==> src/wdcfg_cfg.svh <==
// constants of the watchdog configuration block: offsets, fields, resets, timing
// assumes inclusion by bare name from the top module and the testbench
`ifndef WDCFG_CFG_SVH
`define WDCFG_CFG_SVH

// timing
`define WDCFG_CLK_PERIOD_NS 20
`define WDCFG_TICK_NS 1600000

// register offsets on the serial register interface
`define WDCFG_ADDR_WIN 8'h5e
`define WDCFG_ADDR_WEC 8'h5f
`define WDCFG_ADDR_PASS 8'h60
`define WDCFG_ADDR_TEC 8'h61
`define WDCFG_ADDR_HB 8'h62
`define WDCFG_ADDR_CFG2 8'h64

// reset values
`define WDCFG_RST_WIN 8'hff
`define WDCFG_RST_WEC 8'h77
`define WDCFG_RST_PASS 8'hf7
`define WDCFG_RST_TEC 8'h77
`define WDCFG_RST_HB 8'h47
`define WDCFG_RST_CFG2 8'h03

// implemented bits
`define WDCFG_MASK_HB 8'h7f
`define WDCFG_MASK_CFG2 8'h1f

// field positions
`define WDCFG_CW_HI 7
`define WDCFG_CW_LO 2
`define WDCFG_OW_HI 1
`define WDCFG_OW_LO 0
`define WDCFG_DEC_HI 7
`define WDCFG_DEC_LO 4
`define WDCFG_INC_HI 3
`define WDCFG_INC_LO 0
`define WDCFG_HB_HI 6
`define WDCFG_HB_LO 0
`define WDCFG_KQ_BIT 4
`define WDCFG_QG_BIT 3
`define WDCFG_REN_BIT 2
`define WDCFG_LIN_ERROR_MODE_SELECT_BIT 1
`define WDCFG_CAN_ERROR_MODE_SELECT_BIT 0

// question periods
`define WDCFG_QP_SHORT 9'h010
`define WDCFG_QP_LONG 9'h100

`endif

==> src/wdcfg_pkg.sv <==
// types of the watchdog configuration block
// assumes wdcfg_cfg.svh holds all numeric constants
package wdcfg_pkg;
  typedef logic [7:0] wdcfg_byte_t;

  typedef enum logic [1:0] {
    WDCFG_CLOSED = 2'b00,
    WDCFG_OPEN = 2'b01
  } wdcfg_phase_t;
endpackage

==> src/wdcfg_top.sv <==
// watchdog configuration registers with window phase and heartbeat timing
// assumes a serial register front end giving one-cycle read/write strobes
// What this block does
// - closed window code 1..63 gives 1.6 ms per step; resets to all ones
// - writing closed window code zero keeps previous open and closed settings
// - open window code 0..3 gives 3.2, 6.4, 9.6, 12.8 ms; resets to 3
// - window error decrement is code plus one; resets to 0111
// - window error increment is code plus one; resets to 0111
// - pass counter decrement is code plus one; resets to 1111
// - pass counter increment is code plus one; resets to 0111
// - total error decrement is code plus one; resets to 0111
// - total error increment is code plus one; resets to 0111
// - heartbeat period in 1.6 ms steps; zero keeps old; resets to 1000111
// - writes to second watchdog config register blocked while lock is 1
// - keep-question bit holds current question after watchdog error; resets 0
// - question period 16 when bit is 0, 256 when 1; resets 0
// - watchdog failure makes reset only when reset enable is 1; resets 0
// - LIN goes receive-only on watchdog error when its bit is 0; resets 1
// - CAN goes receive-only on watchdog error when its bit is 0; resets 1
`timescale 1ns/100ps
`default_nettype none
`include "wdcfg_cfg.svh"

module wdcfg_top #(
  parameter int unsigned TICK_CYCLES =
    (`WDCFG_TICK_NS + `WDCFG_CLK_PERIOD_NS - 1) / `WDCFG_CLK_PERIOD_NS
) (
  // clock and reset
  input wire logic clk_in,
  input wire logic rstn_in,
  // register access
  input wire logic wr_en_in,
  input wire logic rd_en_in,
  input wire logic [7:0] addr_in,
  input wire logic [7:0] wdata_in,
  output logic [7:0] rdata_out,
  output logic rd_valid_out,
  // lock and watchdog events
  input wire logic lock_in,
  input wire logic service_in,
  input wire logic wd_error_in,
  input wire logic wd_fail_in,
  // step sizes
  output logic [4:0] window_error_dec_step_out,
  output logic [4:0] window_error_inc_step_out,
  output logic [4:0] pass_counter_dec_step_out,
  output logic [4:0] pass_counter_inc_step_out,
  output logic [4:0] total_error_dec_step_out,
  output logic [4:0] total_error_inc_step_out,
  // watchdog behaviour
  output logic window_open_out,
  output logic window_error_out,
  output logic heartbeat_out,
  output logic keep_question_out,
  output logic [8:0] question_period_out,
  output logic wd_reset_req_out,
  output logic can_rx_only_out,
  output logic lin_rx_only_out
);

  function automatic logic [4:0] step_of(input logic [3:0] code);
    step_of = {1'b0, code} + 5'h01;
  endfunction

  // registers as written, and the settings actually in use
  wdcfg_pkg::wdcfg_byte_t win_ff, wec_ff, pass_ff, tec_ff, hb_ff, cfg2_ff;
  logic [5:0] eff_closed_ff;
  logic [1:0] eff_open_ff;
  logic [6:0] eff_hb_ff;

  wdcfg_pkg::wdcfg_phase_t phase_ff;
  wdcfg_pkg::wdcfg_phase_t nxt_phase;
  logic [6:0] win_cnt_ff;
  logic [6:0] nxt_win_cnt;
  logic nxt_win_err;
  logic [6:0] hb_cnt_ff;
  logic tick;

  wdcfg_tick #(
    .TICK_CYCLES(TICK_CYCLES)
  ) u_tick (
    .clk_in(clk_in),
    .rstn_in(rstn_in),
    .tick_out(tick)
  );

  // address decode
  wire hit_win = (addr_in == `WDCFG_ADDR_WIN);
  wire hit_wec = (addr_in == `WDCFG_ADDR_WEC);
  wire hit_pass = (addr_in == `WDCFG_ADDR_PASS);
  wire hit_tec = (addr_in == `WDCFG_ADDR_TEC);
  wire hit_hb = (addr_in == `WDCFG_ADDR_HB);
  wire hit_cfg2 = (addr_in == `WDCFG_ADDR_CFG2);
  wire wr_win = wr_en_in & hit_win;
  wire wr_hb = wr_en_in & hit_hb;
  wire wr_cfg2 = wr_en_in & hit_cfg2 & ~lock_in;
  wire [5:0] wr_closed = wdata_in[`WDCFG_CW_HI:`WDCFG_CW_LO];
  wire [6:0] wr_hb_val = wdata_in[`WDCFG_HB_HI:`WDCFG_HB_LO];
  // zero codes are accepted into the register but never reach the timers
  wire take_win = wr_win & (wr_closed != 6'h00);
  wire take_hb = wr_hb & (wr_hb_val != 7'h00);

  wire [7:0] rd_mux =
    hit_win ? win_ff :
    hit_wec ? wec_ff :
    hit_pass ? pass_ff :
    hit_tec ? tec_ff :
    hit_hb ? (hb_ff & `WDCFG_MASK_HB) :
    hit_cfg2 ? (cfg2_ff & `WDCFG_MASK_CFG2) : 8'h00;

  // register file
  always_ff @(posedge clk_in or negedge rstn_in) begin
    if (!rstn_in) begin
      win_ff <= `WDCFG_RST_WIN;
      wec_ff <= `WDCFG_RST_WEC;
      pass_ff <= `WDCFG_RST_PASS;
      tec_ff <= `WDCFG_RST_TEC;
      hb_ff <= `WDCFG_RST_HB;
      cfg2_ff <= `WDCFG_RST_CFG2;
    end else begin
      if (wr_win) win_ff <= wdata_in;
      if (wr_en_in & hit_wec) wec_ff <= wdata_in;
      if (wr_en_in & hit_pass) pass_ff <= wdata_in;
      if (wr_en_in & hit_tec) tec_ff <= wdata_in;
      if (wr_hb) hb_ff <= wdata_in & `WDCFG_MASK_HB;
      if (wr_cfg2) cfg2_ff <= wdata_in & `WDCFG_MASK_CFG2;
    end
  end

  // settings in use by the timers
  always_ff @(posedge clk_in or negedge rstn_in) begin
    if (!rstn_in) begin
      // shifted reset byte cut to the closed field on purpose
      eff_closed_ff <= 6'(`WDCFG_RST_WIN >> `WDCFG_CW_LO);
      eff_open_ff <= 2'(`WDCFG_RST_WIN);
      eff_hb_ff <= 7'(`WDCFG_RST_HB);
    end else begin
      if (take_win) begin
        eff_closed_ff <= wr_closed;
        eff_open_ff <= wdata_in[`WDCFG_OW_HI:`WDCFG_OW_LO];
      end
      if (take_hb) eff_hb_ff <= wr_hb_val;
    end
  end

  always_ff @(posedge clk_in or negedge rstn_in) begin
    if (!rstn_in) begin
      rdata_out <= 8'h00;
      rd_valid_out <= 1'b0;
    end else begin
      rd_valid_out <= rd_en_in;
      if (rd_en_in) rdata_out <= rd_mux;
    end
  end

  // step sizes: code plus one
  always_ff @(posedge clk_in or negedge rstn_in) begin
    if (!rstn_in) begin
      window_error_dec_step_out <= 5'h00;
      window_error_inc_step_out <= 5'h00;
      pass_counter_dec_step_out <= 5'h00;
      pass_counter_inc_step_out <= 5'h00;
      total_error_dec_step_out <= 5'h00;
      total_error_inc_step_out <= 5'h00;
    end else begin
      window_error_dec_step_out <= step_of(wec_ff[`WDCFG_DEC_HI:`WDCFG_DEC_LO]);
      window_error_inc_step_out <= step_of(wec_ff[`WDCFG_INC_HI:`WDCFG_INC_LO]);
      pass_counter_dec_step_out <= step_of(pass_ff[`WDCFG_DEC_HI:`WDCFG_DEC_LO]);
      pass_counter_inc_step_out <= step_of(pass_ff[`WDCFG_INC_HI:`WDCFG_INC_LO]);
      total_error_dec_step_out <= step_of(tec_ff[`WDCFG_DEC_HI:`WDCFG_DEC_LO]);
      total_error_inc_step_out <= step_of(tec_ff[`WDCFG_INC_HI:`WDCFG_INC_LO]);
    end
  end

  // window phase: closed for code ticks, open for (code+1)*2 ticks
  wire [6:0] closed_ticks = {1'b0, eff_closed_ff};
  wire [6:0] open_ticks = {4'h0, eff_open_ff, 1'b0} + 7'h02;
  wire [6:0] win_cnt_inc = win_cnt_ff + 7'h01;

  always_comb begin
    nxt_phase = phase_ff;
    nxt_win_cnt = win_cnt_ff;
    nxt_win_err = 1'b0;
    case (phase_ff)
      wdcfg_pkg::WDCFG_CLOSED: begin
        if (service_in) begin
          nxt_win_err = 1'b1;
          nxt_win_cnt = 7'h00;
        end else if (tick) begin
          if (win_cnt_inc >= closed_ticks) begin
            nxt_phase = wdcfg_pkg::WDCFG_OPEN;
            nxt_win_cnt = 7'h00;
          end else begin
            nxt_win_cnt = win_cnt_inc;
          end
        end
      end
      wdcfg_pkg::WDCFG_OPEN: begin
        if (service_in) begin
          nxt_phase = wdcfg_pkg::WDCFG_CLOSED;
          nxt_win_cnt = 7'h00;
        end else if (tick) begin
          if (win_cnt_inc >= open_ticks) begin
            nxt_win_err = 1'b1;
            nxt_phase = wdcfg_pkg::WDCFG_CLOSED;
            nxt_win_cnt = 7'h00;
          end else begin
            nxt_win_cnt = win_cnt_inc;
          end
        end
      end
      default: begin
        nxt_phase = wdcfg_pkg::WDCFG_CLOSED;
        nxt_win_cnt = 7'h00;
      end
    endcase
  end

  always_ff @(posedge clk_in or negedge rstn_in) begin
    if (!rstn_in) begin
      phase_ff <= wdcfg_pkg::WDCFG_CLOSED;
      win_cnt_ff <= 7'h00;
      window_error_out <= 1'b0;
      window_open_out <= 1'b0;
    end else begin
      phase_ff <= nxt_phase;
      win_cnt_ff <= nxt_win_cnt;
      window_error_out <= nxt_win_err;
      window_open_out <= (nxt_phase == wdcfg_pkg::WDCFG_OPEN);
    end
  end

  // heartbeat: a period change takes effect at once, compared against the running count on the next tick
  wire [6:0] hb_cnt_inc = hb_cnt_ff + 7'h01;
  wire hb_wrap = tick & (hb_cnt_inc >= eff_hb_ff);

  always_ff @(posedge clk_in or negedge rstn_in) begin
    if (!rstn_in) begin
      hb_cnt_ff <= 7'h00;
      heartbeat_out <= 1'b0;
    end else begin
      heartbeat_out <= hb_wrap;
      if (hb_wrap) hb_cnt_ff <= 7'h00;
      else if (tick) hb_cnt_ff <= hb_cnt_inc;
    end
  end

  // decoded control to the watchdog core and transceivers
  always_ff @(posedge clk_in or negedge rstn_in) begin
    if (!rstn_in) begin
      keep_question_out <= 1'b0;
      question_period_out <= `WDCFG_QP_SHORT;
      wd_reset_req_out <= 1'b0;
      can_rx_only_out <= 1'b0;
      lin_rx_only_out <= 1'b0;
    end else begin
      keep_question_out <= wd_error_in & cfg2_ff[`WDCFG_KQ_BIT];
      question_period_out <= cfg2_ff[`WDCFG_QG_BIT] ? `WDCFG_QP_LONG : `WDCFG_QP_SHORT;
      wd_reset_req_out <= wd_fail_in & cfg2_ff[`WDCFG_REN_BIT];
      lin_rx_only_out <= wd_error_in & ~cfg2_ff[`WDCFG_LIN_ERROR_MODE_SELECT_BIT];
      can_rx_only_out <= wd_error_in & ~cfg2_ff[`WDCFG_CAN_ERROR_MODE_SELECT_BIT];
    end
  end
endmodule

`default_nettype wire

==> src/wdcfg_tick.sv <==
// base tick divider: one-cycle enable every TICK_CYCLES clocks (1.6 ms step)
// assumes a single clock domain and asynchronous active-low reset
`timescale 1ns/100ps
`default_nettype none

module wdcfg_tick #(
  parameter int unsigned TICK_CYCLES = 80000
) (
  // clock and reset
  input wire logic clk_in,
  input wire logic rstn_in,
  // enable pulse
  output logic tick_out
);
  localparam int unsigned CW = (TICK_CYCLES > 1) ? $clog2(TICK_CYCLES) : 1;
  localparam logic [CW-1:0] LAST = CW'(TICK_CYCLES - 1);

  logic [CW-1:0] cnt_ff;
  logic [CW-1:0] nxt_cnt;
  wire wrap = (cnt_ff == LAST);

  assign nxt_cnt = wrap ? '0 : cnt_ff + CW'(1);

  always_ff @(posedge clk_in or negedge rstn_in) begin
    if (!rstn_in) begin
      cnt_ff <= '0;
      tick_out <= 1'b0;
    end else begin
      cnt_ff <= nxt_cnt;
      tick_out <= wrap;
    end
  end
endmodule

`default_nettype wire

==> config.mk <==
export PLATFORM = sky130hd
export DESIGN_NAME = wdcfg_top
export DESIGN_NICKNAME = d
export VERILOG_FILES = /design/src/wdcfg_pkg.sv /design/src/wdcfg_top.sv /design/src/wdcfg_tick.sv
export VERILOG_INCLUDE_DIRS = /design/src
export SDC_FILE = /design/constraint.sdc
export NUM_CORES = 1
export LEC_CHECK = 0
export ABC_AREA = 1
export BUFFER_PORTS_ARGS = -buffer_cell sky130_fd_sc_hd__buf_4
export CAP_MARGIN = 10
export CORE_UTILIZATION = 45
export DETAILED_ROUTE_END_ITERATION = 10
export PLACE_DENSITY = 0.68
export SETUP_SLACK_MARGIN = 0.2
export SYNTH_ARGS = -nofsm -noshare
export SYNTH_HDL_FRONTEND = slang
export SYNTH_SLANG_ARGS = --single-unit
==> constraint.sdc <==
create_clock -name clk_in -period 5 [get_ports clk_in]
set_input_delay 1 -clock clk_in [delete_from_list [all_inputs] [get_ports clk_in]]
set_output_delay 1 -clock clk_in [all_outputs]
set_load 0.01 [all_outputs]
Word-level counts from Yosys, hierarchy flattened
Cells that the tools add are included.
- register bits after elaboration: 148
- logic and storage cells: 105
- add/sub/neg operators: 10
- $lt $le $gt $ge: 3
- equality and inequality tests: 11
- muxes and demuxes: 29
- bitwise gates (word level): 17
- reductions and logical operators: 5
- operators by type and width (cell ; count):
    7-bit two-way mux ; 9
    8-bit by 7-bit equality test with 1-bit output, second input constant ; 6
    8-bit two-way mux ; 4
    4-bit by 1-bit adder with 5-bit output, second input constant ; 6
    17-bit by 1-bit adder with 17-bit output, second input constant ; 1
    17-bit equality test, second input constant ; 1
    17-bit two-way mux ; 1
    7-bit by 1-bit adder with 7-bit output, second input constant ; 2
    1-bit AND ; 14
    7-bit case mux with 2 select lines ; 1
    2-bit two-way mux ; 6
    9-bit two-way mux ; 1
    7-bit by 4-bit >= comparator with 1-bit output ; 1
    7-bit by 6-bit >= comparator with 1-bit output ; 1
    7-bit >= comparator ; 1
    7-bit nonzero test ; 1
    3-bit by 2-bit != test with 1-bit output, second input constant ; 2
    6-bit nonzero test ; 1
    5-bit two-way mux ; 1
    3-bit by 2-bit adder with 4-bit output, second input constant ; 1
    2-bit by 1-bit equality test with 1-bit output, second input constant ; 2
    1-bit two-way mux ; 4
    2-bit case mux with 2 select lines ; 1
    1-bit NOT ; 3
    4 further kinds ; 4

Longest topological paths before layout
Gate-level depths: netlist of the first run.
- word-level depth: 7
- mapped depth: 14

Modules after synthesis
A second synthesis of the first run with hierarchy kept.
- cells, all modules: 740
- area, all modules: 6608.8 µm²
- modules (own cells, without submodules) (module ; instances ; cells each ; area each (µm²) ; seq. area each (µm²)):
    wdcfg_top ; 1 ; 617 ; 5660.4 ; 3135.5
    wdcfg_tick ; 1 ; 123 ; 948.4 ; 450.4

Least setup slack after synthesis of the first run
No wires, ideal clock.
- kind: register -> register
- start: reg hb_cnt_ff[0]
- end: reg hb_cnt_ff[0]
- data arrival time: 2.155 ns
- data required time: 4.934 ns
- path slack: 2.779 ns
- cell stages (with the launch flop): 12
- period minus slack after synthesis: 2.221 ns
- path through: dfrtp_1 > ha_1 > nand3_1 > nor3_1 > xor2_1 > ha_1 > a21oi_1 > o21ai_0 > a21oi_1 > o21ai_0 > nor2_1 > mux2_2
- cells in the longest elaborated chain, start to end: 4
- elaborated cells on any way between the ends: 6
- those cells by class: add/sub: 1; order compare: 1; mux: 2; bitwise: 1; reduce/logical: 1
- ends and longest elaborated chain (element ; line ; RTL):
    start, declared ; wdcfg_top.sv:76 ; logic [6:0] hb_cnt_ff;
    start signal, assigned ; wdcfg_top.sv:244 ; else if (tick) hb_cnt_ff <= hb_cnt_inc;
    7-bit by 1-bit adder with 7-bit output (*) ; wdcfg_top.sv:234 ; wire [6:0] hb_cnt_inc = hb_cnt_ff + 7'h01;
    7-bit >= comparator ; wdcfg_top.sv:235 ; wire hb_wrap = tick & (hb_cnt_inc >= eff_hb_ff);
    1-bit AND ; wdcfg_top.sv:235 ;
    7-bit two-way mux or 2-bit nonzero test (tied branches) ; - ;
Mark *: on every way between the ends. The rest lies on a longest branch, timed or not. The select of a mux whose other input is x is not followed.
A chain may end at the register's enable or synchronous reset.

Worst setup path after layout of the first run
Same ends and word-level chain as after synthesis.

==> results.rst, run 1 <==
.. list-table::
   :header-rows: 1

   * - Metric
     - Value
   * - Launch point of the worst reg-to-reg path
     - hb_cnt_ff[0]
   * - Number of vias per cell
     - 5.06
   * - Total power density per cell area
     - 347 nW/um2
   * - Ys Warns
     - 0
   * - GRT overflow
     - 0
   * - Startpoint type of the worst setup path
     - register
   * - Post-synthesis instance total
     - 692
   * - DRC violation count after routing
     - 0
   * - Maximum number of pins on one net before global-route repair
     - 60
   * - Crit Path Class
     - reg -> reg
   * - Depth of the worst register-to-register path
     - 11
   * - Number of antenna violations at the first check in global routing
     - 0
   * - Top fanout value on the critical path
     - 7
   * - Share of async-settable or async-resettable flops after synthesis
     - 100%
   * - CTS tree
     - done
   * - Leading cell types in the layout, fill and taps excluded
     - sky130_fd_sc_hd__nand2_1, sky130_fd_sc_hd__dfrtp_1, sky130_fd_sc_hd__inv_1, sky130_fd_sc_hd__buf_4, sky130_fd_sc_hd__dfstp_2
   * - Largest area contributor in the synthesized netlist
     - sky130_fd_sc_hd__dfrtp_1
   * - Final-layout setup total negative slack
     - 0 ns
   * - Post-synth top area share
     - 36.1%
   * - Fin nets
     - 827
   * - Initial DRT Pass Iterations
     - 5
   * - Average cell area after synthesis
     - 9.53 um2
   * - Peak supply drop
     - 0.000274 V
   * - Cell types with the largest area share after synthesis
     - sky130_fd_sc_hd__dfrtp_1, sky130_fd_sc_hd__dfstp_2, sky130_fd_sc_hd__nand2_1, sky130_fd_sc_hd__inv_1, sky130_fd_sc_hd__ha_1
   * - Die area
     - between 15000 and 20000 um2
   * - CTS clk-pin slew, worst paths
     - 0.06 ns
   * - Highest attainable clock frequency
     - 383 MHz
   * - Final setup viols
     - 0
   * - Leakage
     - 4.00 nW
   * - Diode insertion count for antenna repair
     - 0
   * - Later-pin clock latency in the skew report
     - 0.42 ns
   * - Sequential-to-total area share from yosys stat
     - 54.4%
   * - Count of buffers from port buffering
     - 71
   * - Number of buffers added by the clock tree synthesis step
     - 17
   * - Post-synth EDFFs
     - 0
   * - Number of setup buffers added after CTS
     - 0
   * - Number of design-rule violations left by the first detailed-router iteration
     - ~290
   * - Total wire length after detailed routing
     - 14200 um
   * - Via count
     - 4910
   * - Worst setup EP type
     - register
   * - Area growth syn-to-layout
     - 20.2%
   * - Instance count along the most critical hold path
     - 0
   * - HP Start
     - cfg2_ff[3]
   * - Reg2reg end
     - hb_cnt_ff[0]
   * - Leading cell type in the layout, fill and taps excluded
     - sky130_fd_sc_hd__nand2_1
   * - Worst Hold End
     - question_period_out[8]
   * - Final hold slack
     - 0.406 ns
   * - Antenna viol nets, final
     - 0
   * - Hold crit path type
     - reg -> reg
   * - Cell area after placement
     - around 7300 um2
   * - Design area
     - 7920 um2
   * - Flops & latches, synth
     - 141
   * - Worst-case headroom to the max-slew limit
     - 62.7%
   * - FP Rows
     - 43
   * - Setup slack, reg-to-reg
     - 2.39 ns
   * - Primary flip-flop cell chosen by synthesis mapping
     - sky130_fd_sc_hd__dfrtp_1
   * - Arrival time at the worst endpoint
     - ~3.0 ns
   * - Cell chosen for the clock root
     - sky130_fd_sc_hd__clkbuf_16
   * - Starting density of the core
     - 46.8%
   * - Wire length of the first global-routing pass
     - 23800 um
   * - Number of hold violations in the final report
     - 0
   * - Place WS
     - 2.44 ns
   * - Final Cycle Share
     - 52.3%
   * - Number of sinks on the clock net
     - about 140
   * - Unrepaired setup endpoints after global routing
     - false
   * - Die X
     - 123 um
   * - Number of gates given a new drive strength after cts
     - 0
   * - Reported max-cap violation count
     - 0
   * - Detailed placement HPWL
     - 10300 um
   * - Worst path required time
     - 5.36 ns
   * - Worst clock skew
     - around 0.0076 ns
   * - Global Route Usage Sum
     - 20.7%
   * - Transition time at the pin with the least slew margin
     - 0.559 ns
   * - WL/cell
     - 14.7 um
   * - Run status
     - finished clean
   * - Max Transition Viols Final
     - 0
   * - Count of pins on the block boundary
     - 79
   * - H-tree lvl count
     - 4
   * - Die height
     - 123 um
   * - Worst-case setup margin in the final layout
     - 2.39 ns
   * - Overall Power
     - about 2.8 mW
   * - Vias in the first global route
     - between 4k and 5k
   * - Synthesized cell area
     - 6590 um2
   * - Share of post-route cells with drive strength above 1
     - around 25%
   * - Final Wtd Congestion
     - 0.882
   * - Shortest clock period the worst path allows after layout
     - around 2.6 ns
   * - Core Box Area
     - about 14000 um2
   * - Worst-case clock buffer depth
     - 2
   * - Synth unique cells
     - 47
   * - Post-CTS Hold Fix Bufs
     - 0
[per-layer routing]
metal	vias up	track usage, %	part of all wire [%]	wire (um)
met3	31	4.47	5.2	740
met4	0	10.3	2.7	386
met2	147	34.2	48	6900
li1	2384	-	-	-
met1	2348	25.7	44	6220
met5	-	0	0	0
[metrics by stage]
| stage | cells | util [%] |
|---|---|---|
| floorplan | 699 | - |
| global placement | 939 | 51.8 |
| detailed placement | 939 | 51.8 |
| CTS | 971 | 56.2 |
| global route | 971 | 56.2 |
| finish | 971 | 56.2 |
[cells by family after synthesis]
logic type	after synthesis	share of synthesized area, %
flip-flops	141	54.4
other	1	0.0569
XOR/XNOR	29	3.85
AO/OA/AOI/OAI	98	8.65
multiplexers	1	0.171
AND/OR/NAND/NOR	288	21.2
adder cells (fa/ha/maj)	25	4.74
buffers and inverters	109	6.96
[state kept, by name (all words and copies together), names as in the netlist, 2 cells and up]
signal                     cells
total_error_dec_step_out       5
hb_ff                          7
window_error_dec_step_out      5
eff_open_ff                    2
wec_ff                         8
window_error_inc_step_out      5
eff_hb_ff                      7
rdata_out                      8
pass_ff                        8
phase_ff                       2
pass_counter_inc_step_out      5
total_error_inc_step_out       5
tec_ff                         8
cfg2_ff                        5
u_tick.cnt_ff                 17
question_period_out            2
eff_closed_ff                  6
win_ff                         8
win_cnt_ff                     7
hb_cnt_ff                      7
pass_counter_dec_step_out      5
[worst max path at each step]
| stage | from | endpoint | slack, ns | cells after the start |
|---|---|---|---|---|
| global route | hb_cnt_ff[0] | hb_cnt_ff[4] | 2.12 | 12 |
| detailed placement | hb_cnt_ff[0] | hb_cnt_ff[0] | 2.44 | 11 |
| finish | hb_cnt_ff[0] | hb_cnt_ff[0] | 2.39 | 11 |
| CTS | hb_cnt_ff[0] | hb_cnt_ff[0] | 2.41 | 11 |
| global placement | hb_cnt_ff[0] | hb_cnt_ff[0] | 2.51 | 11 |
| floorplan | hb_cnt_ff[0] | hb_cnt_ff[0] | 2.78 | 11 |
[power breakdown]
group | internal [mW] | total (mW) | switching [mW]
registers | 1.20 | 1.23 | 0.0320
logic | 0.0777 | 0.209 | 0.131
clock network | 0.806 | 1.31 | 0.504
[cells in the mapped netlist (2+ instances only)]
master / instances
sky130_fd_sc_hd__nor2_2: 6
sky130_fd_sc_hd__nor3_1: 7
sky130_fd_sc_hd__o21ai_2: 3
sky130_fd_sc_hd__xor2_1: 27
sky130_fd_sc_hd__inv_2: 4
sky130_fd_sc_hd__a22o_1: 4
sky130_fd_sc_hd__nor2_1: 35
sky130_fd_sc_hd__nand3_1: 21
sky130_fd_sc_hd__ha_1: 25
sky130_fd_sc_hd__xnor2_1: 2
sky130_fd_sc_hd__nor4_1: 3
sky130_fd_sc_hd__a31oi_1: 3
sky130_fd_sc_hd__nand2_1: 172
sky130_fd_sc_hd__nor2_8: 2
sky130_fd_sc_hd__nand3_2: 4
sky130_fd_sc_hd__buf_6: 2
sky130_fd_sc_hd__nor2_4: 4
sky130_fd_sc_hd__nand4_1: 13
sky130_fd_sc_hd__o21ai_1: 30
sky130_fd_sc_hd__dfrtp_1: 95
sky130_fd_sc_hd__o21ai_0: 39
sky130_fd_sc_hd__dfstp_2: 46
sky130_fd_sc_hd__buf_4: 7
sky130_fd_sc_hd__buf_2: 2
sky130_fd_sc_hd__nand2_4: 5
sky130_fd_sc_hd__nand2_2: 7
sky130_fd_sc_hd__nand3b_1: 2
sky130_fd_sc_hd__a21oi_1: 13
sky130_fd_sc_hd__inv_1: 91
[critical path, cell delays in order (launching register included)]
cell and delay [ns]:
sky130_fd_sc_hd__dfrtp_1 0.40, sky130_fd_sc_hd__ha_1 0.20, sky130_fd_sc_hd__nand3_1 0.11, sky130_fd_sc_hd__nor3_1 0.19, sky130_fd_sc_hd__xor2_1 0.23, sky130_fd_sc_hd__ha_1 0.30
sky130_fd_sc_hd__a21oi_1 0.12, sky130_fd_sc_hd__o21ai_0 0.10, sky130_fd_sc_hd__a21oi_1 0.12, sky130_fd_sc_hd__o21ai_0 0.15, sky130_fd_sc_hd__nor2_1 0.39, sky130_fd_sc_hd__mux2_2 0.24
[area by class of cell]
| cell class | instances | area [um2] |
|---|---|---|
| fill | 1241 | 6170 |
| clock buffer | 18 | 439 |
| multi-input combinational | 449 | 2570 |
| sequential | 141 | 3590 |
| inverter | 96 | 365 |
| clock inverter | 14 | 181 |
| timing repair buffer | 73 | 552 |
| tap | 180 | 225 |
Power figures use the tool's default switching activity.
==> run 2: changes to the inputs <==
Settings changed: ABC_AREA 1 to 0.
Clock period 5 ns to 2.6 ns, I/O delays scaled along.
==> run 2 against run 1 <==
Compared with the run above:
- register-to-register slack lost 2.1 ns
- flip-flop and latch count is the same
- synthesized area shrank 1.7%
- setup slack lost 2.1 ns
- critical endpoint is now win_cnt_ff[1]
- sequential share of layout area shrank 1.1 points
- first-iteration DRC count grew 15%
- sequential power grew 93%
- largest cell class unchanged
- combinational power grew 85%
- maximum frequency grew 13%
- clock skew grew 0.0010 ns
==> results.rst, run 2 <==
.. list-table::
   :header-rows: 1

   * - Metric
     - Value
   * - Via count
     - 4572
   * - Cell types with the largest area share after synthesis
     - sky130_fd_sc_hd__dfrtp_1, sky130_fd_sc_hd__dfstp_2, sky130_fd_sc_hd__mux2_2, sky130_fd_sc_hd__ha_1, sky130_fd_sc_hd__xnor2_1
   * - Hold crit path type
     - in -> reg
   * - Overall Power
     - approximately 5.4 mW
   * - Diode insertion count for antenna repair
     - 0
   * - Detailed placement HPWL
     - 9470 um
   * - Die area
     - around 15000 um2
   * - Initial DRT Pass Iterations
     - 4
   * - Number of filler cells placed in the layout
     - 1117
   * - Flip-flop count of the largest register after layout
     - 17
   * - FP Rows
     - 43
   * - Number of hold violations in the final report
     - 0
   * - Top fanout value on the critical path
     - 4
   * - Wire length of the first global-routing pass
     - 22700 um
   * - Number of sinks on the clock net
     - 141
   * - Synthesized cell area
     - 6480 um2
   * - Leakage
     - 3.72 nW
   * - Unrepaired setup endpoints after global routing
     - false
   * - Startpoint type of the worst setup path
     - register
   * - Final Wtd Congestion
     - 0.881
   * - Count of pins on the block boundary
     - 79
   * - CTS tree
     - done
   * - Cell chosen for the clock root
     - sky130_fd_sc_hd__clkbuf_16
   * - Highest attainable clock frequency
     - 431 MHz
   * - Average cell area after synthesis
     - 11.6 um2
   * - Flops & latches, synth
     - 141
   * - Reported max-cap violation count
     - 0
   * - Leading cell type in the layout, fill and taps excluded
     - sky130_fd_sc_hd__buf_4
   * - Area used by sequential logic in the layout
     - ~3600 um2
   * - Total power density per cell area
     - 668 nW/um2
   * - Synth unique cells
     - 55
   * - Run status
     - finished clean
   * - DRC violation count after routing
     - 0
   * - Number of design-rule violations left by the first detailed-router iteration
     - 330
   * - Post-synth top area share
     - 36.7%
   * - Worst clock skew
     - 0.00868 ns
   * - CTS clk-pin slew, worst paths
     - 0.06 ns
   * - Share of post-route cells with drive strength above 1
     - 36.6%
   * - Launch point of the worst reg-to-reg path
     - win_cnt_ff[3]
   * - Core Box Area
     - 14000 um2
   * - Worst path required time
     - approximately 2.9 ns
   * - Area growth syn-to-layout
     - 25.4%
   * - Worst setup EP type
     - register
   * - Primary flip-flop cell chosen by synthesis mapping
     - sky130_fd_sc_hd__dfrtp_1
   * - Total wire length after detailed routing
     - between 10000 and 15000 um
   * - Crit Path Class
     - reg -> reg
   * - Shortest clock period the worst path allows after layout
     - 2.32 ns
   * - Die height
     - 122 um
   * - Transition time at the pin with the least slew margin
     - 0.727 ns
   * - Final setup viols
     - 0
   * - Leading cell types in the layout, fill and taps excluded
     - sky130_fd_sc_hd__buf_4, sky130_fd_sc_hd__dfrtp_1, sky130_fd_sc_hd__dfstp_2, sky130_fd_sc_hd__mux2_2, sky130_fd_sc_hd__nand2_1
   * - Cell with the most instances after synthesis
     - sky130_fd_sc_hd__dfrtp_1
   * - Peak supply drop
     - around 0.00045 V
   * - Depth of the worst register-to-register path
     - 11
   * - Post-synth EDFFs
     - 0
   * - Leading cell types by count after synthesis
     - sky130_fd_sc_hd__dfrtp_1, sky130_fd_sc_hd__dfstp_2, sky130_fd_sc_hd__mux2_2
   * - Worst Hold End
     - wd_reset_req_out
   * - Number of vias per cell
     - 5.36
   * - Fin nets
     - around 710
   * - Multi-input gate area
     - 2750 um2
   * - Count of buffers from port buffering
     - 71
   * - Vias in the first global route
     - 4590
   * - Global Route Usage Sum
     - between 20 and 25%
   * - Worst-case headroom to the max-slew limit
     - 51.1%
   * - Later-pin clock latency in the skew report
     - about 0.42 ns
   * - H-tree lvl count
     - 4
   * - Max Transition Viols Final
     - 0
   * - Maximum number of pins on one net before global-route repair
     - 82
   * - Worst-case clock buffer depth
     - 2
   * - Starting density of the core
     - 46.3%
   * - Largest area contributor in the synthesized netlist
     - sky130_fd_sc_hd__dfrtp_1
   * - Number of antenna violations at the first check in global routing
     - 0
   * - Number of buffers added by the clock tree synthesis step
     - 17
   * - Arrival time at the worst endpoint
     - 2.61 ns
   * - WL/cell
     - 16.4 um
   * - Share of async-settable or async-resettable flops after synthesis
     - between 90% and 100%
   * - GRT overflow
     - 0
   * - Final-layout setup total negative slack
     - 0 ns
   * - Setup slack, reg-to-reg
     - 0.28 ns
   * - Top register by number of flip-flops
     - u_tick.cnt_ff
   * - Antenna viol nets, final
     - 0
   * - Final Cycle Share
     - slightly below 90%
   * - Die X
     - between 100 and 150 um
   * - Instance count along the most critical hold path
     - 2
   * - HP Start
     - wd_fail_in
   * - Post-synthesis instance total
     - 560
   * - Ys Warns
     - 0
   * - Sequential-to-total area share from yosys stat
     - 55.3%
   * - Reg2reg end
     - win_cnt_ff[1]
-- run 2: cell count changes after synthesis, moves of 12 or more --
cell and change:
sky130_fd_sc_hd__nand2_1 -131, sky130_fd_sc_hd__nor2_1 -15, sky130_fd_sc_hd__mux2_2 +41, sky130_fd_sc_hd__o21ai_0 -12
sky130_fd_sc_hd__o21ai_1 -30, sky130_fd_sc_hd__xnor2_1 +19, sky130_fd_sc_hd__and3_1 +13, sky130_fd_sc_hd__o22ai_1 +13
sky130_fd_sc_hd__inv_1 -54
-- run 2: logic make-up after synthesis --
kind of cell	count (synthesis)	synth area share, %
AO/OA/AOI/OAI	97	9.77
buffers and inverters	62	4.23
multiplexers	43	7.45
adder cells (fa/ha/maj)	25	4.83
other	1	0.0579
AND/OR/NAND/NOR	153	13.1
XOR/XNOR	38	5.25
flip-flops	141	55.3
-- run 2: layout make-up --
| cell class | count | share of cell area [%] |
|---|---|---|
| well taps | 180 | 2.77 |
| multi-input cells | 364 | 33.9 |
| clock inverters | 13 | 2.63 |
| repair buffers | 99 | 9.35 |
| clock buffers | 19 | 5.45 |
| inverters | 37 | 1.71 |
| flip-flops and latches | 141 | 44.2 |
-- run 2: power by group --
group          leakage [nW]  switching [mW]  internal (mW)
Clock                 0.314           0.939           1.73
Combinational          1.67           0.208          0.178
Sequential             1.73          0.0558           2.31
-- run 2: layer usage --
layer	up-vias	global-route usage (%)	wire [um]
met3	19	5.81	745
met2	141	32.2	6940
met1	2270	25.8	6070
met5	-	0	0
met4	0	9.18	249
li1	2142	-	-
-- run 2: worst max-delay path by stage --
stage                       start             to  slack [ns]  depth (start not counted)
floorplan            hb_cnt_ff[0]   hb_cnt_ff[2]        0.38                          9
global placement    win_cnt_ff[0]  win_cnt_ff[3]        0.20                          8
detailed placement  win_cnt_ff[0]  win_cnt_ff[0]         0.1                          9
CTS                 win_cnt_ff[0]  win_cnt_ff[0]        0.21                          9
global route        win_cnt_ff[3]  win_cnt_ff[1]        0.18                         11
finish              win_cnt_ff[3]  win_cnt_ff[1]        0.28                         11
-- run 2: repair_timing --
action,CTS,global route
resized for setup,6,16
endpoints found under the setup margin,7,9
hold buffers,1,0
buffers inserted,0,14
pin swaps,1,12
hold endpoints to repair,12,0
-- run 2: worst max-delay path, stage by stage (launching register included) --
cell and delay, ns:
sky130_fd_sc_hd__dfrtp_1 0.41, sky130_fd_sc_hd__nand3_2 0.13, sky130_fd_sc_hd__nor2_4 0.18, sky130_fd_sc_hd__xnor2_4 0.16
sky130_fd_sc_hd__inv_1 0.10, sky130_fd_sc_hd__ha_4 0.27, sky130_fd_sc_hd__and4_1 0.20, sky130_fd_sc_hd__nand3b_1 0.13
sky130_fd_sc_hd__mux2i_2 0.26, sky130_fd_sc_hd__nor4_2 0.08, sky130_fd_sc_hd__nand2_1 0.15, sky130_fd_sc_hd__o211ai_1 0.12
-- run 2: through the flow --
stage	area (um2)	utilization, %	hold slack, ns	setup slack [ns]	instances
4_1_cts	7930	56.7	0.296	0.206	839
6_report	8120	58.1	0.316	0.277	853
2_1_floorplan	6500	-	0.224	0.383	567
3_3_place_gp	7240	51.8	0.368	0.197	806
5_1_grt	8120	58.1	0.295	0.175	853
3_5_place_dp	7240	51.8	0.378	0.0952	806
